## src/sdf_pkg.sv

```systemverilog
package sdf_pkg;
  localparam int DATA_W = 64;
  localparam int NUM_SETUPS = 8;
  localparam int SETUP_W = 3;
  localparam int MCLK_HZ = 2000000;
  localparam int MOD_DIV = 2;
  localparam int MOD_HZ = MCLK_HZ / MOD_DIV;
  localparam int SINC5_DECIM = 32;
  localparam int SINC5_HZ = MOD_HZ / SINC5_DECIM;
  localparam int SINGLE_CYC_ODR_HZ = 2600;
  // 31250/2600 floors to 12, whose rate of 2604 SPS counts as 2.6k
  localparam int SINGLE_CYC_MIN_AVG = SINC5_HZ / SINGLE_CYC_ODR_HZ;
  localparam int SINC5_ORDER = 5;
  localparam int SINC5_PRIME = SINC5_ORDER - 1;
  localparam int SINC3_ORDER = 3;
  localparam int SINC3_SETTLE = 3;
  localparam int SINC3_UNIT = 32;
  localparam int S5_W = 26;
  localparam int S3_W = 61;
  localparam int D3_W = 20;
  localparam int MAP_BIT = 15;
  localparam int DEC_W = 15;
  localparam int TYPE_LSB = 5;
  localparam int RATE_W = 5;
  localparam int US_PER_S = 1000000;
  localparam int ENH27_SETTLE_US = 36670;
  localparam int ENH25_SETTLE_US = 40000;
  localparam int ENH20_SETTLE_US = 50000;
  localparam int ENH16_SETTLE_US = 60000;
  localparam int ENH_W = 17;
  localparam logic [ENH_W-1:0] ENH27_TICKS = ENH_W'(longint'(ENH27_SETTLE_US) * MOD_HZ / US_PER_S);
  localparam logic [ENH_W-1:0] ENH25_TICKS = ENH_W'(longint'(ENH25_SETTLE_US) * MOD_HZ / US_PER_S);
  localparam logic [ENH_W-1:0] ENH20_TICKS = ENH_W'(longint'(ENH20_SETTLE_US) * MOD_HZ / US_PER_S);
  localparam logic [ENH_W-1:0] ENH16_TICKS = ENH_W'(longint'(ENH16_SETTLE_US) * MOD_HZ / US_PER_S);
  localparam int FIFO_DEPTH = 16;

  typedef enum logic [1:0] {
    SDF_FT_SINC5 = 2'b00,
    SDF_FT_RSVD = 2'b01,
    SDF_FT_ENH = 2'b10,
    SDF_FT_SINC3 = 2'b11
  } sdf_ftype_t;

  typedef enum logic [1:0] {
    SDF_CK_INT = 2'b00,
    SDF_CK_INT_OUT = 2'b01,
    SDF_CK_EXT = 2'b10,
    SDF_CK_XTAL = 2'b11
  } sdf_clksrc_t;

  localparam sdf_clksrc_t CLKSEL_RESET = SDF_CK_INT;

  typedef struct packed {
    logic decimation_map_select;
    logic [DEC_W-1:0] field;
  } sdf_filter_config_t;

  typedef struct packed {
    logic [DATA_W-1:0] data;
    logic [SETUP_W-1:0] setup;
    logic settled;
  } sdf_result_t;
endpackage : sdf_pkg

```

## src/sdf_decim_filter.sv

```systemverilog
// Summary of operation
// - sinc5 always decimates to 31.25 kSPS
// - sinc5+sinc1 settles in one cycle at <=2.6k
// - sinc3 settling is three output periods
// - map bit: low 15 bits give sinc3 decimation
// - direct rate is modulator rate over 32*value
// - settled-only mode emits settled results only
// - settled-only ignored multichannel or fast-settling sinc5
// - settled-only ready pulses once per settling time
// - sinc3 step needs three outputs to settle
// - enhanced filters postfilter the sinc5 words, not the sinc1 averages
// - enhanced 27.27 SPS settles in 36.67 ms
// - enhanced 25 SPS settles in 40 ms
// - enhanced 20 SPS settles in 50 ms
// - enhanced 16.667 SPS settles in 60 ms
// - filter and rate come from channel's setup
// - external clock enters on clock io pin
// - rates assume 2 MHz master, scale proportionally
// - clock source field selects, internal after reset

module sdf_fifo #(
  parameter int WIDTH = 8,
  parameter int DEPTH = 16
) (
  input wire logic clock,
  input wire logic rst,
  input wire logic in_valid,
  output logic in_ready,
  input wire logic [WIDTH-1:0] in_data,
  output logic out_valid,
  input wire logic out_ready,
  output logic [WIDTH-1:0] out_data
);
  localparam int AW = $clog2(DEPTH);
  logic [WIDTH-1:0] mem [DEPTH];
  logic [AW-1:0] wp;
  logic [AW-1:0] rp;
  logic [AW:0] cnt;
  logic wr;
  logic rd;

  assign in_ready = cnt != (AW+1)'(DEPTH);
  assign out_valid = cnt != '0;
  assign out_data = mem[rp];
  assign wr = in_valid && in_ready;
  assign rd = out_valid && out_ready;

  always_ff @(posedge clock) begin
    if (wr) begin
      mem[wp] <= in_data;
    end
  end

  always_ff @(posedge clock) begin
    if (rst) begin
      wp <= '0;
      rp <= '0;
      cnt <= '0;
    end else begin
      if (wr) begin
        wp <= wp + 1'b1;
      end
      if (rd) begin
        rp <= rp + 1'b1;
      end
      cnt <= cnt + (AW+1)'(wr) - (AW+1)'(rd);
    end
  end
endmodule : sdf_fifo

module sdf_decim_filter (
  input wire logic clock,
  input wire logic rst,
  input wire logic [1:0] clock_source_select,
  input wire logic int_osc_tick,
  input wire logic xtal_tick,
  input wire logic clock_io_pin,
  output logic clock_io_out,
  output logic clock_io_oe,
  output logic mod_clk_en,
  input wire logic mod_bit,
  input wire sdf_pkg::sdf_filter_config_t [sdf_pkg::NUM_SETUPS-1:0] filter_config,
  input wire logic [sdf_pkg::SETUP_W-1:0] setup_sel,
  input wire logic conv_start,
  input wire logic multi_chan,
  input wire logic settled_only_select,
  output logic conv_ready,
  output logic overrun,
  output logic out_valid,
  input wire logic out_ready,
  output sdf_pkg::sdf_result_t out_result
);
  // averaging count of sinc1, also the sinc3 rate multiple
  function automatic logic [14:0] odr_factor(input logic [4:0] idx);
    case (idx)
      5'h00: odr_factor = 15'h0001;
      5'h01: odr_factor = 15'h0002;
      5'h02: odr_factor = 15'h0004;
      5'h03: odr_factor = 15'h0006;
      5'h04: odr_factor = 15'h000c;
      5'h05: odr_factor = 15'h0019;
      5'h06: odr_factor = 15'h0032;
      5'h07: odr_factor = 15'h007d;
      5'h08: odr_factor = 15'h00fa;
      5'h09: odr_factor = 15'h0271;
      5'h0a: odr_factor = 15'h04e2;
      5'h0b: odr_factor = 15'h0c35;
      default: odr_factor = 15'h61a8;
    endcase
  endfunction : odr_factor

  function automatic logic [sdf_pkg::ENH_W-1:0] enh_period(input logic [1:0] idx);
    case (idx)
      2'h0: enh_period = sdf_pkg::ENH27_TICKS;
      2'h1: enh_period = sdf_pkg::ENH25_TICKS;
      2'h2: enh_period = sdf_pkg::ENH20_TICKS;
      default: enh_period = sdf_pkg::ENH16_TICKS;
    endcase
  endfunction : enh_period

  sdf_pkg::sdf_clksrc_t clk_sel;
  logic pin_q;
  logic osc_lvl;
  logic master_tick;
  logic mod_phase;
  logic mt;

  always_ff @(posedge clock) begin
    if (rst) begin
      clk_sel <= sdf_pkg::CLKSEL_RESET;
    end else begin
      clk_sel <= sdf_pkg::sdf_clksrc_t'(clock_source_select);
    end
  end

  always_ff @(posedge clock) begin
    if (rst) begin
      pin_q <= 1'b0;
      osc_lvl <= 1'b0;
      mod_phase <= 1'b0;
    end else begin
      pin_q <= clock_io_pin;
      osc_lvl <= osc_lvl ^ int_osc_tick;
      mod_phase <= mod_phase ^ master_tick;
    end
  end

  always_comb begin
    case (clk_sel)
      sdf_pkg::SDF_CK_EXT: master_tick = clock_io_pin && !pin_q;
      sdf_pkg::SDF_CK_XTAL: master_tick = xtal_tick;
      default: master_tick = int_osc_tick;
    endcase
  end

  // modulator runs at half the master clock, so all rates scale with it
  assign mt = master_tick && mod_phase;
  assign mod_clk_en = mt;
  assign clock_io_out = osc_lvl;
  assign clock_io_oe = clk_sel == sdf_pkg::SDF_CK_INT_OUT;

  sdf_pkg::sdf_filter_config_t cfg;
  logic [sdf_pkg::SETUP_W-1:0] cur_setup;

  always_ff @(posedge clock) begin
    if (rst) begin
      cfg <= '0;
      cur_setup <= '0;
    end else if (conv_start) begin
      cfg <= filter_config[setup_sel];
      cur_setup <= setup_sel;
    end
  end

  sdf_pkg::sdf_ftype_t ftype;
  logic [14:0] nfac;
  logic [14:0] r3;
  logic [sdf_pkg::D3_W-1:0] d3;
  logic is_s5;
  logic single_s5;
  logic so_eff;
  logic [2:0] settle_n;

  always_comb begin
    if (cfg.decimation_map_select) begin
      ftype = sdf_pkg::SDF_FT_SINC3;
      r3 = cfg.field;
    end else begin
      ftype = sdf_pkg::sdf_ftype_t'(cfg.field[sdf_pkg::TYPE_LSB +: 2]);
      r3 = odr_factor(cfg.field[sdf_pkg::RATE_W-1:0]);
    end
  end

  assign nfac = odr_factor(cfg.field[sdf_pkg::RATE_W-1:0]);
  // a zero decimation value would stall sinc3, so it acts as one
  assign d3 = {(r3 == '0) ? 15'h0001 : r3, 5'h00};
  assign is_s5 = ftype == sdf_pkg::SDF_FT_SINC5 || ftype == sdf_pkg::SDF_FT_RSVD;
  assign single_s5 = is_s5 && nfac >= 15'(sdf_pkg::SINGLE_CYC_MIN_AVG);
  assign so_eff = settled_only_select && !multi_chan && !single_s5;

  always_comb begin
    if (ftype == sdf_pkg::SDF_FT_SINC3) begin
      settle_n = 3'(sdf_pkg::SINC3_SETTLE);
    end else if (ftype == sdf_pkg::SDF_FT_ENH || single_s5) begin
      settle_n = 3'h1;
    end else begin
      settle_n = 3'h1 + 3'((nfac + 15'(sdf_pkg::SINC5_PRIME) - 15'h1) / nfac);
    end
  end

  // sinc5 cic, restarted by every conversion start
  logic [sdf_pkg::S5_W-1:0] i5 [sdf_pkg::SINC5_ORDER];
  logic [sdf_pkg::S5_W-1:0] dly5 [sdf_pkg::SINC5_ORDER];
  logic [sdf_pkg::S5_W-1:0] c5 [sdf_pkg::SINC5_ORDER+1];
  logic [sdf_pkg::S5_W-1:0] n5 [sdf_pkg::SINC5_ORDER];
  logic [4:0] cnt5;
  logic s5_stb;
  logic s5_v;
  logic [sdf_pkg::S5_W-1:0] s5_data;
  logic [2:0] p5;
  logic s5_use;

  assign s5_stb = mt && cnt5 == 5'(sdf_pkg::SINC5_DECIM - 1);

  // integrators chain within one tick: a pipelined chain shifts the
  // window by a tick and leaves the first settled word one count short
  always_comb begin
    n5[0] = i5[0] + sdf_pkg::S5_W'(mod_bit);
    for (int k = 1; k < sdf_pkg::SINC5_ORDER; k++) begin
      n5[k] = i5[k] + n5[k-1];
    end
    c5[0] = i5[sdf_pkg::SINC5_ORDER-1];
    for (int k = 0; k < sdf_pkg::SINC5_ORDER; k++) begin
      c5[k+1] = c5[k] - dly5[k];
    end
  end

  always_ff @(posedge clock) begin
    if (rst || conv_start) begin
      cnt5 <= '0;
      s5_v <= 1'b0;
      s5_data <= '0;
      for (int k = 0; k < sdf_pkg::SINC5_ORDER; k++) begin
        i5[k] <= '0;
        dly5[k] <= '0;
      end
    end else begin
      s5_v <= s5_stb;
      if (mt) begin
        cnt5 <= cnt5 + 5'h1;
        for (int k = 0; k < sdf_pkg::SINC5_ORDER; k++) begin
          i5[k] <= n5[k];
        end
      end
      if (s5_stb) begin
        s5_data <= c5[sdf_pkg::SINC5_ORDER];
        for (int k = 0; k < sdf_pkg::SINC5_ORDER; k++) begin
          dly5[k] <= c5[k];
        end
      end
    end
  end

  // on the slow sinc5+sinc1 rates the partial sinc5 samples are dropped,
  // so the first averaged word is already settled
  always_ff @(posedge clock) begin
    if (rst || conv_start) begin
      p5 <= '0;
    end else if (s5_v && p5 != 3'(sdf_pkg::SINC5_PRIME)) begin
      p5 <= p5 + 3'h1;
    end
  end

  assign s5_use = s5_v && (!single_s5 || p5 == 3'(sdf_pkg::SINC5_PRIME));

  // sinc1 averaging and enhanced postfilter both feed on sinc5 words
  logic [sdf_pkg::DATA_W-1:0] acc1;
  logic [14:0] n1;
  logic raw5_stb;
  logic [sdf_pkg::DATA_W-1:0] acce;
  logic [sdf_pkg::ENH_W-1:0] te;
  logic rawe_stb;

  assign raw5_stb = is_s5 && s5_use && n1 == nfac - 15'h1;
  assign rawe_stb = ftype == sdf_pkg::SDF_FT_ENH && mt
    && te == enh_period(cfg.field[1:0]) - 1'b1;

  always_ff @(posedge clock) begin
    if (rst || conv_start || raw5_stb) begin
      acc1 <= '0;
      n1 <= '0;
    end else if (s5_use) begin
      acc1 <= acc1 + sdf_pkg::DATA_W'(s5_data);
      n1 <= n1 + 15'h1;
    end
  end

  always_ff @(posedge clock) begin
    if (rst || conv_start) begin
      acce <= '0;
      te <= '0;
    end else begin
      if (rawe_stb) begin
        acce <= '0;
        te <= '0;
      end else begin
        if (mt) begin
          te <= te + 1'b1;
        end
        if (s5_use) begin
          acce <= acce + sdf_pkg::DATA_W'(s5_data);
        end
      end
    end
  end

  // sinc3 cic with a programmable decimation of 32 times the rate value
  logic [sdf_pkg::S3_W-1:0] i3 [sdf_pkg::SINC3_ORDER];
  logic [sdf_pkg::S3_W-1:0] dly3 [sdf_pkg::SINC3_ORDER];
  logic [sdf_pkg::S3_W-1:0] c3 [sdf_pkg::SINC3_ORDER+1];
  logic [sdf_pkg::S3_W-1:0] n3 [sdf_pkg::SINC3_ORDER];
  logic [sdf_pkg::D3_W-1:0] cnt3;
  logic s3_stb;

  assign s3_stb = ftype == sdf_pkg::SDF_FT_SINC3 && mt && cnt3 == d3 - 1'b1;

  always_comb begin
    n3[0] = i3[0] + sdf_pkg::S3_W'(mod_bit);
    for (int k = 1; k < sdf_pkg::SINC3_ORDER; k++) begin
      n3[k] = i3[k] + n3[k-1];
    end
    c3[0] = i3[sdf_pkg::SINC3_ORDER-1];
    for (int k = 0; k < sdf_pkg::SINC3_ORDER; k++) begin
      c3[k+1] = c3[k] - dly3[k];
    end
  end

  always_ff @(posedge clock) begin
    if (rst || conv_start) begin
      cnt3 <= '0;
      for (int k = 0; k < sdf_pkg::SINC3_ORDER; k++) begin
        i3[k] <= '0;
        dly3[k] <= '0;
      end
    end else if (mt) begin
      cnt3 <= s3_stb ? '0 : cnt3 + 1'b1;
      for (int k = 0; k < sdf_pkg::SINC3_ORDER; k++) begin
        i3[k] <= n3[k];
      end
      if (s3_stb) begin
        for (int k = 0; k < sdf_pkg::SINC3_ORDER; k++) begin
          dly3[k] <= c3[k];
        end
      end
    end
  end

  // output selection, settling bookkeeping and settled-only throttling
  logic raw_stb;
  logic [sdf_pkg::DATA_W-1:0] raw_data;
  logic [2:0] seen;
  logic [2:0] ocnt;
  logic emit_stb;
  logic emit_settled;
  logic pend_v;
  sdf_pkg::sdf_result_t pend;
  logic fifo_in_ready;

  always_comb begin
    case (ftype)
      sdf_pkg::SDF_FT_SINC3: begin
        raw_stb = s3_stb;
        raw_data = sdf_pkg::DATA_W'(c3[sdf_pkg::SINC3_ORDER]);
      end
      sdf_pkg::SDF_FT_ENH: begin
        raw_stb = rawe_stb;
        raw_data = acce;
      end
      default: begin
        raw_stb = raw5_stb;
        raw_data = acc1 + sdf_pkg::DATA_W'(s5_data);
      end
    endcase
  end

  assign emit_settled = seen >= settle_n - 3'h1;
  assign emit_stb = raw_stb && (!so_eff || ocnt == settle_n - 3'h1);

  always_ff @(posedge clock) begin
    if (rst || conv_start) begin
      seen <= '0;
      ocnt <= '0;
    end else if (raw_stb) begin
      seen <= (seen == 3'h7) ? seen : seen + 3'h1;
      ocnt <= (ocnt >= settle_n - 3'h1) ? '0 : ocnt + 3'h1;
    end
  end

  always_ff @(posedge clock) begin
    if (rst) begin
      conv_ready <= 1'b0;
      pend_v <= 1'b0;
      pend <= '0;
      overrun <= 1'b0;
    end else begin
      conv_ready <= emit_stb;
      if (emit_stb) begin
        pend_v <= 1'b1;
        pend <= '{data: raw_data, setup: cur_setup, settled: emit_settled};
      end else if (fifo_in_ready) begin
        pend_v <= 1'b0;
      end
      // a new result wins over the clear at conversion start
      if (emit_stb && pend_v && !fifo_in_ready) begin
        overrun <= 1'b1;
      end else if (conv_start) begin
        overrun <= 1'b0;
      end
    end
  end

  sdf_fifo #(
    .WIDTH($bits(sdf_pkg::sdf_result_t)),
    .DEPTH(sdf_pkg::FIFO_DEPTH)
  ) u_fifo (
    .clock(clock),
    .rst(rst),
    .in_valid(pend_v),
    .in_ready(fifo_in_ready),
    .in_data(pend),
    .out_valid(out_valid),
    .out_ready(out_ready),
    .out_data(out_result)
  );

  // checking helpers: modulator ticks since the previous output
  logic [5:0] g5;
  logic [sdf_pkg::D3_W-1:0] g3;

  always_ff @(posedge clock) begin
    if (rst || conv_start) begin
      g5 <= '0;
      g3 <= '0;
    end else begin
      if (s5_stb) begin
        g5 <= '0;
      end else if (mt) begin
        g5 <= g5 + 6'h1;
      end
      if (s3_stb) begin
        g3 <= '0;
      end else if (mt) begin
        g3 <= g3 + 1'b1;
      end
    end
  end
endmodule : sdf_decim_filter

```

## config.mk

```make
export PLATFORM = sky130hd
export DESIGN_NAME = sdf_decim_filter
export DESIGN_NICKNAME = d
export VERILOG_FILES = /design/src/sdf_pkg.sv /design/src/sdf_decim_filter.sv
export SDC_FILE = /design/constraint.sdc
export NUM_CORES = 2
export LEC_CHECK = 0
export BUFFER_PORTS_ARGS = -buffer_cell sky130_fd_sc_hd__buf_4
export CAP_MARGIN = 5
export CORE_ASPECT_RATIO = 0.7
export CORE_UTILIZATION = 30
export CTS_CLUSTER_SIZE = 8
export DETAILED_ROUTE_END_ITERATION = 8
export SYNTH_ARGS = -nofsm -noshare
export SYNTH_HDL_FRONTEND = slang
export SYNTH_SLANG_ARGS = --single-unit
```

## constraint.sdc

```tcl
create_clock -name clock -period 30.7 [get_ports clock]
set_input_delay 0 -clock clock [delete_from_list [all_inputs] [get_ports clock]]
set_output_delay 0 -clock clock [all_outputs]
set_load 0.02 [all_outputs]
```

==> results.json <==
{
  "status": "finished clean",
  "fin_ws_ns": 1.66,
  "core_area_sq_um": 384000,
  "synth_common_cells": "edfxtp_1, nor2_1, ha_1",
  "syn_area_per_cell_sq_um": 11.6,
  "wirelength_mm": 293,
  "synth_top_area_cell": "edfxtp_1",
  "hold_viol": 0,
  "ys_seq_area_frac": 0.504,
  "clockBufferDepth": 4,
  "drc": 0,
  "place_congestion": 0.861,
  "ys_ff_latch": 2059,
  "yosys-top-cells-area": "edfxtp_1, ha_1, mux4_2",
  "finalCritPeriodShare": 0.946,
  "grt_pass1_vias": 73892,
  "critical_path_arrival_ns": 29.74,
  "grt_max_degree": 137,
  "die_w_um": 745,
  "io_buffers": 216,
  "r2r_setup_slack_ns": 1.66,
  "start_kind": "flip-flop",
  "synthCells": 9993,
  "dieArea_sq_um": 389000,
  "std_cell_rows": 190,
  "synth_top_cell_area_share": 0.444,
  "drv_cap": 0,
  "relSlewSlack": 0.244,
  "clock-root-buffer": "clkbuf_16",
  "yosys.cell_types.count": 104,
  "synth_edf_count": 1714,
  "min_path_type": "in -> reg",
  "endpoint_kind": "flip-flop",
  "cts_made_buffers": 300,
  "synthArstFlopShare": 0,
  "dieHeight_um": 522,
  "cts.sinks": 2059,
  "setup_viol": 0,
  "vias_per_cell": 5.02,
  "clk_latency_ns": 0.88,
  "synth_most_common_cell": "edfxtp_1",
  "yosys_most_used_dff": "edfxtp_1",
  "cts_tree": "built",
  "grt_pass1_wl_mm": 447,
  "max_freq_ghz": 0.0344,
  "worstMarginPinSlew_ns": 1.13,
  "crit_required_ns": 31.40,
  "path_clk_slew_ns": 0.05,
  "antenna_found_initial": 17,
  "yosysWarnings": 0,
  "crit_path_top_delay_cell": "or3_1",
  "ios": 217,
  "ant_nets": 0,
  "first_pass_iters": 8,
  "multiInputGateArea_sq_um": 54500,
  "place_hpwl_mm": 197,
  "final-max-slew-violation-count": 0,
  "clock_skew_ns": 0.0945,
  "max_stage_delay_ns": 0.53,
  "area_growth_pct": 14.6,
  "track_usage": 0.145,
  "fin_nets": 11261,
  "worst-path-max-fanout": 48,
  "wl_per_cell_um": 18.8,
  "htreeDepth": 5,
  "first_iter_violations": 6631,
  "register_area_sq_um": 58400,
  "cpMostUsedCell": "ha_1",
  "nFillCells": 37808,
  "period_minus_slack_ns": 29.04,
  "start_util": 0.302,
  "crit_type": "reg -> reg",
  "place_ws_ns": -0.501,
  "syn_nets": 10894,
  "syn_area_sq_um": 116000,
  "overflow": 0,
  "drive_above_1_share": 0.114,
  "num_vias": 78100
}
-- critical path: cells and delay by family (launching register included) --
kind | cells | cell delay (ns)
AOI/OAI and AO/OA | 68 | 13.94
xor gates and xnor gates | 1 | 0.16
adders and majority gates | 17 | 5.20
buffers and inverters | 9 | 1.34
DFF | 1 | 0.39
muxes | 8 | 2.84
and+or+nand+nor | 30 | 4.93
-- registers in the layout (all words and copies together), names as in the netlist, 5 cells and up, named ones only --
signal / cells
u_fifo.mem: 1088
dly3: 183
i3: 183
dly5: 130
i5: 130
pend: 68
acc1: 64
acce: 64
s5_data: 26
cnt3: 20
te: 17
cfg: 16
n1: 15
cnt5: 5
u_fifo.cnt: 5
-- per-stage QoR --
| step | cells | hold slack [ns] | util | TNS [ns] | cell area (sq um) |
|---|---|---|---|---|---|
| 2_1_floorplan | 9993 | 0.128 | - | 0 | 116000 |
| 3_3_place_gp | 15066 | 0.210 | 0.322 | -0.278 | 124000 |
| 3_5_place_dp | 15066 | 0.217 | 0.322 | -18.47 | 124000 |
| 4_1_cts | 15549 | 0.0571 | 0.346 | 0 | 133000 |
| 5_1_grt | 15562 | 0.0985 | 0.346 | -0.743 | 133000 |
| 6_report | 15563 | 0.0942 | 0.346 | 0 | 133000 |
-- worst paths after layout --
check | start | end | depth (start not counted)
worst max-delay path | flip-flop | pend[22] | 133
worst min-delay path | filter_config[66] | flip-flop | 6
worst max register to register | flip-flop | pend[22] | 133
worst min register to register | acc1[8] | acc1[8] | 2
-- layout by cell type (no fill, tap or decap), drive strengths merged, types with 122 or more instances in the layout --
| cell type | count |
|---|---|
| nand2b | 122 |
| ha | 741 |
| xor2 | 337 |
| nor3 | 203 |
| a21oi | 618 |
| xnor2 | 494 |
| edfxtp | 1714 |
| nand3 | 171 |
| and3 | 132 |
| nand2 | 540 |
| o21a | 130 |
| clkbuf | 395 |
| inv | 575 |
| mux4 | 372 |
| and2 | 522 |
| dfxtp | 345 |
| buf | 326 |
| a21o | 304 |
| o21ai | 385 |
| nor2 | 849 |
-- cell families after synthesis --
group                      Yosys count  synth area share
xor gates and xnor gates           832            0.0630
and+or+nand+nor                   2945             0.127
AOI/OAI and AO/OA                 2052             0.114
adders and majority gates          758            0.0829
muxes                              456            0.0800
DFF                               2059             0.504
buffers and inverters              891            0.0291
-- area by class of cell --
type / instances / share of cell area
multi-input combinational: 7044 / 0.411
tap: 5088 / 0.0479
timing repair buffer: 391 / 0.0236
clock buffer: 395 / 0.0603
antenna: 2 / 0.0000377
inverter: 564 / 0.0160
clock inverter: 20 / 0.00183
sequential: 2059 / 0.440
-- what timing repair did --
item                                    CTS  global route
endpoints found under the hold margin    83             0
endpoints found under the setup margin   71            74
hold buffers                             65             0
cloned                                    1             0
resized for setup                         6            34
buffers inserted                          2            12
pin swaps                                 0             5
-- per-layer routing --
| layer | share of wire | wire length, um | GRT usage |
|---|---|---|---|
| met1 | 0.51 | 149000 | 0.229 |
| met2 | 0.40 | 119000 | 0.207 |
| met3 | 0.065 | 19000 | 0.0217 |
| met4 | 0.021 | 6170 | 0.0323 |
| met5 | 0.000085 | 25 | 0 |
Power is not shown: default switching activity piles up to over one toggle a cycle in this logic, so the estimate is an artifact.
